## config.mk

```make
export PLATFORM = sky130hd
export DESIGN_NAME = gpf_ports
export DESIGN_NICKNAME = d
export VERILOG_FILES = /design/src/rtl/gpf_pkg.sv /design/src/rtl/gpf_sync.sv /design/src/rtl/gpf_pin_drive.sv /design/src/rtl/gpf_ports.sv
export SDC_FILE = /design/constraint.sdc
export NUM_CORES = 1
export LEC_CHECK = 0
export BUFFER_PORTS_ARGS = -buffer_cell sky130_fd_sc_hd__buf_4
export CORE_MARGIN = 2
export CORE_UTILIZATION = 50
export DETAILED_ROUTE_END_ITERATION = 16
export PLACE_DENSITY_LB_ADDON = 0.15
export SLEW_MARGIN = 40
export SYNTH_ARGS = -nofsm -noshare
export SYNTH_HDL_FRONTEND = slang
export SYNTH_SLANG_ARGS = --single-unit
```

## constraint.sdc

```tcl
create_clock -name i_sys_clk -period 1.9 [get_ports i_sys_clk]
set_input_delay 0.19 -clock i_sys_clk [delete_from_list [all_inputs] [get_ports i_sys_clk]]
set_output_delay 0.19 -clock i_sys_clk [all_outputs]
set_load 0.02 [all_outputs]
```

## src/rtl/gpf_pkg.sv

```systemverilog
package gpf_pkg;

  // ------------------------------------------------------------
  // Register offsets
  // ------------------------------------------------------------
  localparam logic [7:0] GPF_OFF_F_DATA = 8'h60;
  localparam logic [7:0] GPF_OFF_G_DATA = 8'h61;
  localparam logic [7:0] GPF_OFF_H_DATA = 8'h62;
  localparam logic [7:0] GPF_OFF_F_DIR  = 8'h64;
  localparam logic [7:0] GPF_OFF_G_DIR  = 8'h65;
  localparam logic [7:0] GPF_OFF_H_DIR  = 8'h66;
  localparam logic [7:0] GPF_OFF_F_FSEL = 8'h68;
  localparam logic [7:0] GPF_OFF_G_FSEL = 8'h69;
  localparam logic [7:0] GPF_OFF_H_FSEL = 8'h6a;
  localparam logic [7:0] GPF_OFF_F_DRV  = 8'h6c;

  // ------------------------------------------------------------
  // Reset values and writable masks
  // ------------------------------------------------------------
  localparam logic [7:0] GPF_RST_LATCH  = 8'hff;
  localparam logic [7:0] GPF_RST_DIR    = 8'h00;
  localparam logic [7:0] GPF_RST_FSEL   = 8'h00;
  localparam logic [7:0] GPF_RST_DRV    = 8'h00;
  localparam logic [7:0] GPF_MSK_H_FSEL = 8'h3f;
  localparam logic [7:0] GPF_MSK_F_DRV  = 8'h03;

  // ------------------------------------------------------------
  // Field positions in the three ports
  // ------------------------------------------------------------
  localparam int GPF_F_SER_LO  = 0;
  localparam int GPF_F_REQ2    = 3;
  localparam int GPF_F_ACK2    = 4;
  localparam int GPF_F_REQ3    = 5;
  localparam int GPF_F_ACK3    = 6;
  localparam int GPF_F_TBCLK   = 7;
  localparam int GPF_G_CMP_LO  = 4;
  localparam int GPF_H_CMP_NUM = 6;

  // ------------------------------------------------------------
  // Carriers
  // ------------------------------------------------------------
  typedef struct packed {
    logic [7:0] out;
    logic [7:0] oe;
  } gpf_pin_drv_s;

  // Pin level for inputs, latch for outputs
  function automatic logic [7:0] gpf_readback(input logic [7:0] dir,
                                               input logic [7:0] latch,
                                               input logic [7:0] pin);
    gpf_readback = (dir & latch) | (~dir & pin);
  endfunction : gpf_readback

endpackage : gpf_pkg

```

## src/rtl/gpf_sync.sv

```systemverilog
`timescale 1ns/10ps
module gpf_sync
  import gpf_pkg::*;
#(
  parameter int WIDTH = 24
) (
  // Clock and reset
  input  wire logic             i_sys_clk,
  input  wire logic             i_nrst,
  // Data
  input  wire logic [WIDTH-1:0] i_async,
  output logic      [WIDTH-1:0] o_sync
);

  // First stage feeds only the second stage
  logic [WIDTH-1:0] meta_reg;

  always_ff @(posedge i_sys_clk or negedge i_nrst) begin
    if (!i_nrst) begin
      meta_reg <= '0;
      o_sync   <= '0;
    end else begin
      meta_reg <= i_async;
      o_sync   <= meta_reg;
    end
  end

endmodule : gpf_sync

```

## src/rtl/gpf_pin_drive.sv

```systemverilog
`timescale 1ns/10ps
module gpf_pin_drive
  import gpf_pkg::*;
(
  // Clock and reset
  input  wire logic         i_sys_clk,
  input  wire logic         i_nrst,
  // Port setup
  input  wire logic [7:0]   i_dir,
  input  wire logic [7:0]   i_fsel,
  input  wire logic [7:0]   i_odrain,
  input  wire logic [7:0]   i_latch,
  input  wire logic [7:0]   i_alt_out,
  // Pad drive
  output gpf_pin_drv_s      o_drv
);

  logic [7:0] src;

  // Peripheral takes the data path; direction still comes from the port
  assign src = (i_fsel & i_alt_out) | (~i_fsel & i_latch);

  // Open drain releases the pad on a one instead of driving it high
  always_ff @(posedge i_sys_clk or negedge i_nrst) begin
    if (!i_nrst) begin
      o_drv.out <= GPF_RST_LATCH;
      o_drv.oe  <= GPF_RST_DIR;
    end else begin
      o_drv.out <= src;
      o_drv.oe  <= i_dir & ~(i_odrain & src);
    end
  end

endmodule : gpf_pin_drive

```

## src/rtl/gpf_ports.sv

```systemverilog
// Contract
// - First port: 8-bit GPIO, direction bit 0 input, 1 output.
// - Reset clears first port direction and function select.
// - Reset sets every data latch bit to one, pins input.
// - First port function bit 1 gives pin to peripheral, 0 keeps GPIO.
// - First port pins 0-2 carry the serial bus interface.
// - First port pins 3 and 5 are DMA requests for channels 2, 3.
// - First port pins 4 and 6 drive DMA acknowledges for channels 2, 3.
// - First port pin 7 feeds the time base external clock.
// - DMA signals go through the first port when both ports select them.
// - Drive type: pins 0,1 CMOS or open drain; other bits read 0.
// - Second port: 8-bit GPIO with its own direction register.
// - Reset clears second port direction and function select.
// - Second port pins 0-3 capture inputs, pins 4-7 compare outputs.
// - Second port function bit selects timer when 1, GPIO when 0.
// - Third port: 8-bit GPIO with its own direction register.
// - Third port pins 0-5 drive further compare outputs.
// - Reset clears third port direction and function select.
//
// Decided for this implementation: the register offsets and strobed register access.
`timescale 1ns/10ps
module gpf_ports
  import gpf_pkg::*;
(
  // Clock and reset
  input  wire logic         i_sys_clk,
  input  wire logic         i_nrst,
  // Register port
  input  wire logic [7:0]   i_addr,
  input  wire logic [7:0]   i_wr_data,
  input  wire logic         i_wr,
  input  wire logic         i_rd,
  output logic      [7:0]   o_rd_data,
  // Pads
  input  wire logic [7:0]   i_pf_pin,
  input  wire logic [7:0]   i_pg_pin,
  input  wire logic [7:0]   i_ph_pin,
  output gpf_pin_drv_s      o_pf_drv,
  output gpf_pin_drv_s      o_pg_drv,
  output gpf_pin_drv_s      o_ph_drv,
  // Serial bus interface
  input  wire logic [2:0]   i_serial_bus_interface_out,
  output logic      [2:0]   o_serial_bus_interface_in,
  // DMA unit and the shared other port
  input  wire logic         i_dma_acknowledge_ch2,
  input  wire logic         i_dma_acknowledge_ch3,
  input  wire logic [1:0]   i_alt_port_dma_sel,
  input  wire logic [1:0]   i_alt_port_dma_request,
  output logic              o_dma_request_ch2,
  output logic              o_dma_request_ch3,
  output logic [1:0]        o_alt_port_dma_acknowledge,
  // Timers
  input  wire logic [9:0]   i_compare_out,
  output logic [3:0]        o_capture_trigger_in,
  output logic              o_time_base_ext_clock_in
);

  // ------------------------------------------------------------
  // Registers
  // ------------------------------------------------------------
  logic [7:0] pf_latch_reg;
  logic [7:0] pg_latch_reg;
  logic [7:0] ph_latch_reg;
  logic [7:0] pf_dir_reg;
  logic [7:0] pg_dir_reg;
  logic [7:0] ph_dir_reg;
  logic [7:0] pf_fsel_reg;
  logic [7:0] pg_fsel_reg;
  logic [7:0] ph_fsel_reg;
  logic [7:0] pf_drv_reg;
  logic [7:0] rd_next;
  logic [7:0] pf_pin_s;
  logic [7:0] pg_pin_s;
  logic [7:0] ph_pin_s;
  logic [7:0] pf_alt;
  logic [7:0] pg_alt;
  logic [7:0] ph_alt;

  function automatic logic hit(input logic [7:0] off);
    hit = i_wr && (i_addr == off);
  endfunction : hit

  // ------------------------------------------------------------
  // Pad input synchronisers
  // ------------------------------------------------------------
  gpf_sync #(
    .WIDTH (24)
  ) u_sync (
    .i_sys_clk (i_sys_clk),
    .i_nrst    (i_nrst),
    .i_async   ({i_ph_pin, i_pg_pin, i_pf_pin}),
    .o_sync    ({ph_pin_s, pg_pin_s, pf_pin_s})
  );

  // ------------------------------------------------------------
  // Data latches
  // ------------------------------------------------------------
  always_ff @(posedge i_sys_clk or negedge i_nrst) begin
    if (!i_nrst) begin
      pf_latch_reg <= GPF_RST_LATCH;
      pg_latch_reg <= GPF_RST_LATCH;
      ph_latch_reg <= GPF_RST_LATCH;
    end else begin
      if (hit(GPF_OFF_F_DATA)) begin
        pf_latch_reg <= i_wr_data;
      end
      if (hit(GPF_OFF_G_DATA)) begin
        pg_latch_reg <= i_wr_data;
      end
      if (hit(GPF_OFF_H_DATA)) begin
        ph_latch_reg <= i_wr_data;
      end
    end
  end

  // ------------------------------------------------------------
  // Direction registers
  // ------------------------------------------------------------
  always_ff @(posedge i_sys_clk or negedge i_nrst) begin
    if (!i_nrst) begin
      pf_dir_reg <= GPF_RST_DIR;
      pg_dir_reg <= GPF_RST_DIR;
      ph_dir_reg <= GPF_RST_DIR;
    end else begin
      if (hit(GPF_OFF_F_DIR)) begin
        pf_dir_reg <= i_wr_data;
      end
      if (hit(GPF_OFF_G_DIR)) begin
        pg_dir_reg <= i_wr_data;
      end
      if (hit(GPF_OFF_H_DIR)) begin
        ph_dir_reg <= i_wr_data;
      end
    end
  end

  // ------------------------------------------------------------
  // Function select and drive type
  // ------------------------------------------------------------
  always_ff @(posedge i_sys_clk or negedge i_nrst) begin
    if (!i_nrst) begin
      pf_fsel_reg <= GPF_RST_FSEL;
      pg_fsel_reg <= GPF_RST_FSEL;
      ph_fsel_reg <= GPF_RST_FSEL;
      pf_drv_reg  <= GPF_RST_DRV;
    end else begin
      if (hit(GPF_OFF_F_FSEL)) begin
        pf_fsel_reg <= i_wr_data;
      end
      if (hit(GPF_OFF_G_FSEL)) begin
        pg_fsel_reg <= i_wr_data;
      end
      // Top two bits have no function behind them
      if (hit(GPF_OFF_H_FSEL)) begin
        ph_fsel_reg <= i_wr_data & GPF_MSK_H_FSEL;
      end
      if (hit(GPF_OFF_F_DRV)) begin
        pf_drv_reg <= i_wr_data & GPF_MSK_F_DRV;
      end
    end
  end

  // ------------------------------------------------------------
  // Read path
  // ------------------------------------------------------------
  always_comb begin
    case (i_addr)
      GPF_OFF_F_DATA: rd_next = gpf_readback(pf_dir_reg, pf_latch_reg, pf_pin_s);
      GPF_OFF_G_DATA: rd_next = gpf_readback(pg_dir_reg, pg_latch_reg, pg_pin_s);
      GPF_OFF_H_DATA: rd_next = gpf_readback(ph_dir_reg, ph_latch_reg, ph_pin_s);
      GPF_OFF_F_DIR:  rd_next = pf_dir_reg;
      GPF_OFF_G_DIR:  rd_next = pg_dir_reg;
      GPF_OFF_H_DIR:  rd_next = ph_dir_reg;
      GPF_OFF_F_FSEL: rd_next = pf_fsel_reg;
      GPF_OFF_G_FSEL: rd_next = pg_fsel_reg;
      GPF_OFF_H_FSEL: rd_next = ph_fsel_reg;
      GPF_OFF_F_DRV:  rd_next = pf_drv_reg;
      default:        rd_next = 8'h00;
    endcase
  end

  // Data stand for the one cycle after the strobe only
  always_ff @(posedge i_sys_clk or negedge i_nrst) begin
    if (!i_nrst) begin
      o_rd_data <= 8'h00;
    end else begin
      o_rd_data <= i_rd ? rd_next : 8'h00;
    end
  end

  // ------------------------------------------------------------
  // Pad drive
  // ------------------------------------------------------------
  assign pf_alt = {1'b0, i_dma_acknowledge_ch3, 1'b0, i_dma_acknowledge_ch2,
                   1'b0, i_serial_bus_interface_out};
  assign pg_alt = {i_compare_out[3:0], 4'h0};
  assign ph_alt = {2'b00, i_compare_out[9:4]};

  gpf_pin_drive u_pf_drive (
    .i_sys_clk (i_sys_clk),
    .i_nrst    (i_nrst),
    .i_dir     (pf_dir_reg),
    .i_fsel    (pf_fsel_reg),
    .i_odrain  (pf_drv_reg),
    .i_latch   (pf_latch_reg),
    .i_alt_out (pf_alt),
    .o_drv     (o_pf_drv)
  );

  gpf_pin_drive u_pg_drive (
    .i_sys_clk (i_sys_clk),
    .i_nrst    (i_nrst),
    .i_dir     (pg_dir_reg),
    .i_fsel    (pg_fsel_reg),
    .i_odrain  (8'h00),
    .i_latch   (pg_latch_reg),
    .i_alt_out (pg_alt),
    .o_drv     (o_pg_drv)
  );

  gpf_pin_drive u_ph_drive (
    .i_sys_clk (i_sys_clk),
    .i_nrst    (i_nrst),
    .i_dir     (ph_dir_reg),
    .i_fsel    (ph_fsel_reg),
    .i_odrain  (8'h00),
    .i_latch   (ph_latch_reg),
    .i_alt_out (ph_alt),
    .o_drv     (o_ph_drv)
  );

  // ------------------------------------------------------------
  // Peripheral inputs
  // ------------------------------------------------------------
  // Unselected serial lines idle high, the bus's released level
  always_ff @(posedge i_sys_clk or negedge i_nrst) begin
    if (!i_nrst) begin
      o_serial_bus_interface_in <= 3'h7;
      o_time_base_ext_clock_in  <= 1'b0;
      o_capture_trigger_in      <= 4'h0;
    end else begin
      o_serial_bus_interface_in <= pf_pin_s[2:0] | ~pf_fsel_reg[2:0];
      o_time_base_ext_clock_in  <= pf_pin_s[GPF_F_TBCLK] & pf_fsel_reg[GPF_F_TBCLK];
      o_capture_trigger_in      <= pg_pin_s[3:0] & pg_fsel_reg[3:0];
    end
  end

  // ------------------------------------------------------------
  // DMA sharing with the other port
  // ------------------------------------------------------------
  always_ff @(posedge i_sys_clk or negedge i_nrst) begin
    if (!i_nrst) begin
      o_dma_request_ch2          <= 1'b0;
      o_dma_request_ch3          <= 1'b0;
      o_alt_port_dma_acknowledge <= 2'b00;
    end else begin
      o_dma_request_ch2 <= pf_fsel_reg[GPF_F_REQ2] ? pf_pin_s[GPF_F_REQ2]
                         : (i_alt_port_dma_sel[0] & i_alt_port_dma_request[0]);
      o_dma_request_ch3 <= pf_fsel_reg[GPF_F_REQ3] ? pf_pin_s[GPF_F_REQ3]
                         : (i_alt_port_dma_sel[1] & i_alt_port_dma_request[1]);
      o_alt_port_dma_acknowledge[0] <= i_dma_acknowledge_ch2 & i_alt_port_dma_sel[0]
                                       & ~pf_fsel_reg[GPF_F_ACK2];
      o_alt_port_dma_acknowledge[1] <= i_dma_acknowledge_ch3 & i_alt_port_dma_sel[1]
                                       & ~pf_fsel_reg[GPF_F_ACK3];
    end
  end

  // ------------------------------------------------------------
  // Assertions
  // ------------------------------------------------------------
  logic first_reg;

  always_ff @(posedge i_sys_clk or negedge i_nrst) begin
    if (!i_nrst) begin
      first_reg <= 1'b1;
    end else begin
      first_reg <= 1'b0;
    end
  end
endmodule : gpf_ports

```

# ---- Word level (Yosys, flattened, before mapping)
# Index checks and enable logic that the tools add are counted.
dict set report word_totals {
  reg_bits 188
  wordCells 88
}
dict set report op_classes {
  n_eq_ne 10
  n_mux 4
  n_bitwise 39
  n_reduce_logical 10
}
# operator n
set ops {}
lappend ops {{8-bit bitwise AND} 11}
lappend ops {{8-bit by 7-bit equality test with 1-bit output (second input constant)} 10}
lappend ops {{8-bit one-hot mux with 10 select lines} 1}
lappend ops {{8-bit NOT} 6}
lappend ops {{8-bit OR} 6}
lappend ops {{1-bit logical AND} 10}
lappend ops {{2-bit by 8-bit bitwise AND with 8-bit output} 1}
lappend ops {{8-bit by 7-bit bitwise AND with 8-bit output} 1}
lappend ops {{8-bit two-way mux} 1}
lappend ops {{6-bit NOT with 8-bit output} 1}
lappend ops {{1-bit bitwise AND} 7}
lappend ops {{6-bit bitwise AND} 1}
lappend ops {{4-bit bitwise AND} 1}
lappend ops {{3-bit NOT} 1}
lappend ops {{3-bit OR} 1}
lappend ops {{1-bit two-way mux} 2}
lappend ops {{1-bit NOT} 2}

# ---- Depth between registers and ports, before layout
dict set report depth {
  ltp_word 6
  mapped_depth 8
  ltp_nobuf 5
}

# ---- Modules after synthesis
# Synthesis repeated with hierarchy kept, for this count alone.
dict set report hier_totals {
  hier_cells 496
  hier_area_um2 7470.9
}
# module n_inst cells_per_inst area_per_inst_um2 seq_area_each_um2
set by_module_without_submodules {}
lappend by_module_without_submodules {gpf_ports 1 352 4408.0 2336.0}
lappend by_module_without_submodules {gpf_pin_drive 3 32 620.6 410.4}
lappend by_module_without_submodules {gpf_sync 1 48 1201.2 1201.2}

# ---- Least setup slack after synthesis
# OpenSTA, ideal clock, no wires.
dict set report synth_timing {
  path_kind {input to register}
  startpoint {input i_addr[2]}
  endpoint {register pf_dir_reg[0]}
  setup_time_ns 0.125
  arrival_ns 1.352
  required_ns 1.775
  slack_ns 0.423
  cell_stages 7
  n_path_buf 3
  cell_sequence {buf_4 > and2b_4 > buf_6 > and2_1 > buf_4 > nand3_4 > mux2_2}
}
dict set report synth_between {
  elab_chain_cells 2
}
# element line
set synth_lines {}
lappend synth_lines {{from (decl)} gpf_ports.sv:29} ;# input wire logic [7:0] i_addr,
lappend synth_lines {{8-bit by 7-bit equality test with 1-bit output} gpf_ports.sv:80} ;# hit = i_wr && (i_addr == off);
lappend synth_lines {{1-bit logical AND} gpf_ports.sv:80}
lappend synth_lines {{to (signal assigned)} gpf_ports.sv:126} ;# pf_dir_reg <= i_wr_data;
lappend synth_lines {{to (decl)} gpf_ports.sv:64} ;# logic [7:0] pf_dir_reg;
# Every way passes these cells.
# A chain may end at the register's enable or synchronous reset.

# ---- Final worst setup path
dict set report layout_timing {
  startpoint {register pf_latch_reg[7]}
  endpoint {register o_rd_data[7]}
}
dict set report layout_between {
  elab_chain_cells 4
}
# element line
set layout_lines {}
lappend layout_lines {{from (decl)} gpf_ports.sv:61} ;# logic [7:0] pf_latch_reg;
lappend layout_lines {{from (signal assigned)} gpf_ports.sv:105} ;# pf_latch_reg <= i_wr_data;
lappend layout_lines {{8-bit bitwise AND} gpf_pkg.sv:51} ;# gpf_readback = (dir & latch) | (~dir & pin);
lappend layout_lines {{8-bit OR} gpf_pkg.sv:51}
lappend layout_lines {{8-bit one-hot mux with 10 select lines} gpf_ports.sv:167} ;# case (i_addr)
lappend layout_lines {{8-bit two-way mux} gpf_ports.sv:187} ;# o_rd_data <= i_rd ? rd_next : 8'h00;
lappend layout_lines {{to (signal assigned)} gpf_ports.sv:187}
lappend layout_lines {{to (decl)} gpf_ports.sv:33} ;# output logic [7:0] o_rd_data,
# Every way passes these cells.

==> summary.txt <==
Hold Vio Cnt, Final -> 0
Synthesis-stage register bit count -> 188
Setup crit end -> o_rd_data[7]
Routed len/inst -> 19.5 µm
Register area share after synthesis -> 67.2%
Initial antenna violation count -> 0
Flop pwr share -> 48.7%
Post-CTS Repair Setup Buffers -> 0
Yosys synthesis warning count -> 0
Tmin final -> 1.46 ns
Distinct cell type count after synthesis -> 54
Die area -> 15200 µm²
Ant diodes -> 0
Startpoint Class -> flop
Tot Pwr -> 0.00894 W
PD cells -> 943 nW/µm²
Post-synthesis net count -> 539
Starting density of the core -> 51.2%
Hold_buf cts -> 35
Via-to-Cell Ratio -> 5.35
DRT Pass-1 Iters -> 6
Via count -> 4633
Post-CTS resize count -> 0
Setup TNS -> 0 ns
Multiplexer share of the synthesized area -> 17.0%
CORE AREA -> 13900 µm²
Switching share of power -> 22.2%
RSZ-0062 raised after global routing -> no
Util after Layout -> 68.3%
Fin nets -> 736
Worst skew pair latency -> 0.42 ns
Cell taking the most area after synthesis -> dfrtp_1
Post-synthesis adder-cell area fraction -> 0.141%
Kind of critical path -> flop to flop
CP required -> 2.25 ns
Clock power frac -> 42.8%
Syn Area/Cell -> 14.9 µm²
CP max FO -> 3
Clock-pin slew on the worst setup and hold paths -> 0.07 ns
CTS Root Cell -> clkbuf_16
Hold Crit Class -> input port to flop
Global-route wire length before repair -> 26500 µm
Port Buffers -> 130
Largest net degree at the start of global routing -> 48
Switch Pwr -> 0.00198 W
Outcome -> finished, final reports clean
# H-tree levels -> 4
Number of CTS-inserted buffers -> 17
Setup violators final -> 0
P_int -> 0.00696 W
Max IR drop VDD -> 0.625 mV
DRC -> 0
Crit. End Element -> flop
Final Slew Violations -> 0
Max_slew headroom -> 68.0%
Main combinational cell family by area after synthesis -> multiplexers
Maximum clock insertion buffer count -> 2
CTS tree -> done
Maxcap violations -> 0
CTS Sinks -> 188
Setup slack after layout -> 0.444 ns
Final Wtd Congestion -> 0.918
Io pins -> 131
Area growth syn-to-layout -> 33.5%
Post-route ant nets -> 0
Setup Skew -> 0.00703 ns
Vias in the first global route -> 4818
Die Y -> 123 µm
CP startpoint -> pf_latch_reg[7]
Synthesized instance count -> 476
FF-to-FF End -> o_rd_data[7]
Fmax -> 0.687 GHz
Starting DRT DRC Count -> 329
Post-synthesis compound-gate area fraction -> 5.59%
Main area contributors after synthesis -> dfrtp_1 (48%), dfstp_2 (19%), mux2_2 (14%), mux2i_1 (2.7%), nand3_1 (1.3%)
All-layer global routing usage -> 23.7%
Synth top area share -> 48.3%
FP Rows -> 43
Die Span X -> 123 µm
Wirelength, routed -> 16900 µm
Placed wire-length estimate -> 11800 µm
CP Data Arrival Time -> 1.81 ns
Post-route clock period utilization -> 76.6%
Leakage -> 4.38 nW
Reg2reg path depth -> 4
Reg2reg setup slack -> 0.44 ns
Pre-CTS setup slack -> 0.0814 ns
Mapped Area -> 7100 µm²
Worst-Margin Slew -> 0.468 ns
Hold path depth -> 2
Simple-Gate Fraction of Synth Area -> 8.65%
Layout cells sized above 1 -> 50.6%
Comb pwr share -> 8.5%
XOR/XNOR Fraction of Synth Area -> 0%
RR Startpoint -> pf_latch_reg[7]
GR Overflow Total -> 0
==> layout by cell type (no fill, tap or decap), types with 4 or more instances in the layout <==
master / instances
o22ai_1: 5
o21ai_0: 12
buf_4: 154
and2_1: 7
a21oi_1: 6
nor2_4: 4
clkbuf_16: 17
bufinv_16: 5
mux2i_1: 19
dfstp_2: 51
nor2_1: 13
buf_12: 4
nand2_1: 24
a31oi_1: 7
mux2_2: 88
dlygate4sd3_1: 36
nor2b_1: 9
dfrtp_1: 137
nand3_1: 18
nand2b_1: 5
==> cell families (layout without fill, tap and decap cells) <==
family / after synthesis / in the layout
compound gates: 57 / 57
fa+ha+maj: 1 / 1
buf+inv: 19 / 229
flops: 188 / 188
mux: 109 / 109
simple gates: 102 / 102
==> synth_stat cells, drive strengths merged <==
| master | n |
|---|---|
| a2111oi | 2 |
| a21boi | 2 |
| a21o | 3 |
| a21oi | 6 |
| a221oi | 4 |
| a22o | 3 |
| a22oi | 1 |
| a31o | 2 |
| a31oi | 7 |
| a32o | 1 |
| a32oi | 3 |
| a41o | 1 |
| and2 | 8 |
| and2b | 2 |
| and3 | 1 |
| and4bb | 1 |
| buf | 14 |
| clkbuf | 3 |
| clkinv | 1 |
| dfrtp | 137 |
| dfstp | 51 |
| inv | 1 |
| maj3 | 1 |
| mux2 | 90 |
| mux2i | 19 |
| nand2 | 24 |
| nand2b | 5 |
| nand3 | 22 |
| nand3b | 3 |
| nand4 | 1 |
| nand4b | 1 |
| nand4bb | 1 |
| nor2 | 18 |
| nor2b | 9 |
| nor3 | 4 |
| o211ai | 2 |
| o21a | 2 |
| o21ai | 12 |
| o22ai | 5 |
| o31ai | 1 |
| or2 | 1 |
| or3 | 1 |
==> power by group through the flow <==
stage               clock [W]  combinational, W  sequential, W
finish                0.00383          0.000758        0.00435
global route          0.00406          0.000821        0.00438
CTS                   0.00389          0.000764        0.00436
detailed placement          0          0.000705        0.00442
global placement            0          0.000692        0.00442
floorplan                   0          0.000231        0.00447
==> metrics by stage <==
step	area, µm²	hold WS (ns)	instances
floorplan	7100	-0.106	476
global placement	8470	0.149	798
detailed placement	8470	0.152	798
CTS	9470	0.00178	865
global route	9480	0.00948	866
finish	9480	0.0174	866
==> worst max-delay path: stages, from the launching register on <==
cell and delay (ns):
dfstp_2 0.54, o21ai_0 0.08, a2111oi_0 0.50, a31oi_1 0.11
a31oi_1 0.15
==> layout make-up <==
class	count	area (µm²)
multi-input cells	269	2220
clock buffers	18	429
fillers	990	4400
well taps	180	225
inverters	2	7.51
repair buffers	195	1610
flip-flops and latches	188	4770
clock inverters	14	218
==> layer usage <==
layer  GRT usage, %  vias to the layer above  routed length [µm]
met5              0                        -                   0
met4           8.10                        0                 296
met3           4.89                       21                 975
met2           37.9                      191                8280
met1           32.6                     2314                7320
li1               -                     2107                   -
==> how the worst min path moves through the flow <==
stage | end | start | slack [ns]
6_report | u_pf_drive.o_drv[8] | i_serial_bus_interface_out[0] | 0.02
5_1_grt | u_pf_drive.o_drv[9] | i_serial_bus_interface_out[1] | 0.009
4_1_cts | u_ph_drive.o_drv[11] | i_compare_out[7] | 0.002
3_5_place_dp | u_pf_drive.o_drv[1] | i_nrst | 0.15
3_3_place_gp | u_pf_drive.o_drv[1] | i_nrst | 0.15
2_1_floorplan | o_alt_port_dma_acknowledge[0] | i_nrst | -0.11
No activity file was read; power rests on OpenSTA's default activity.
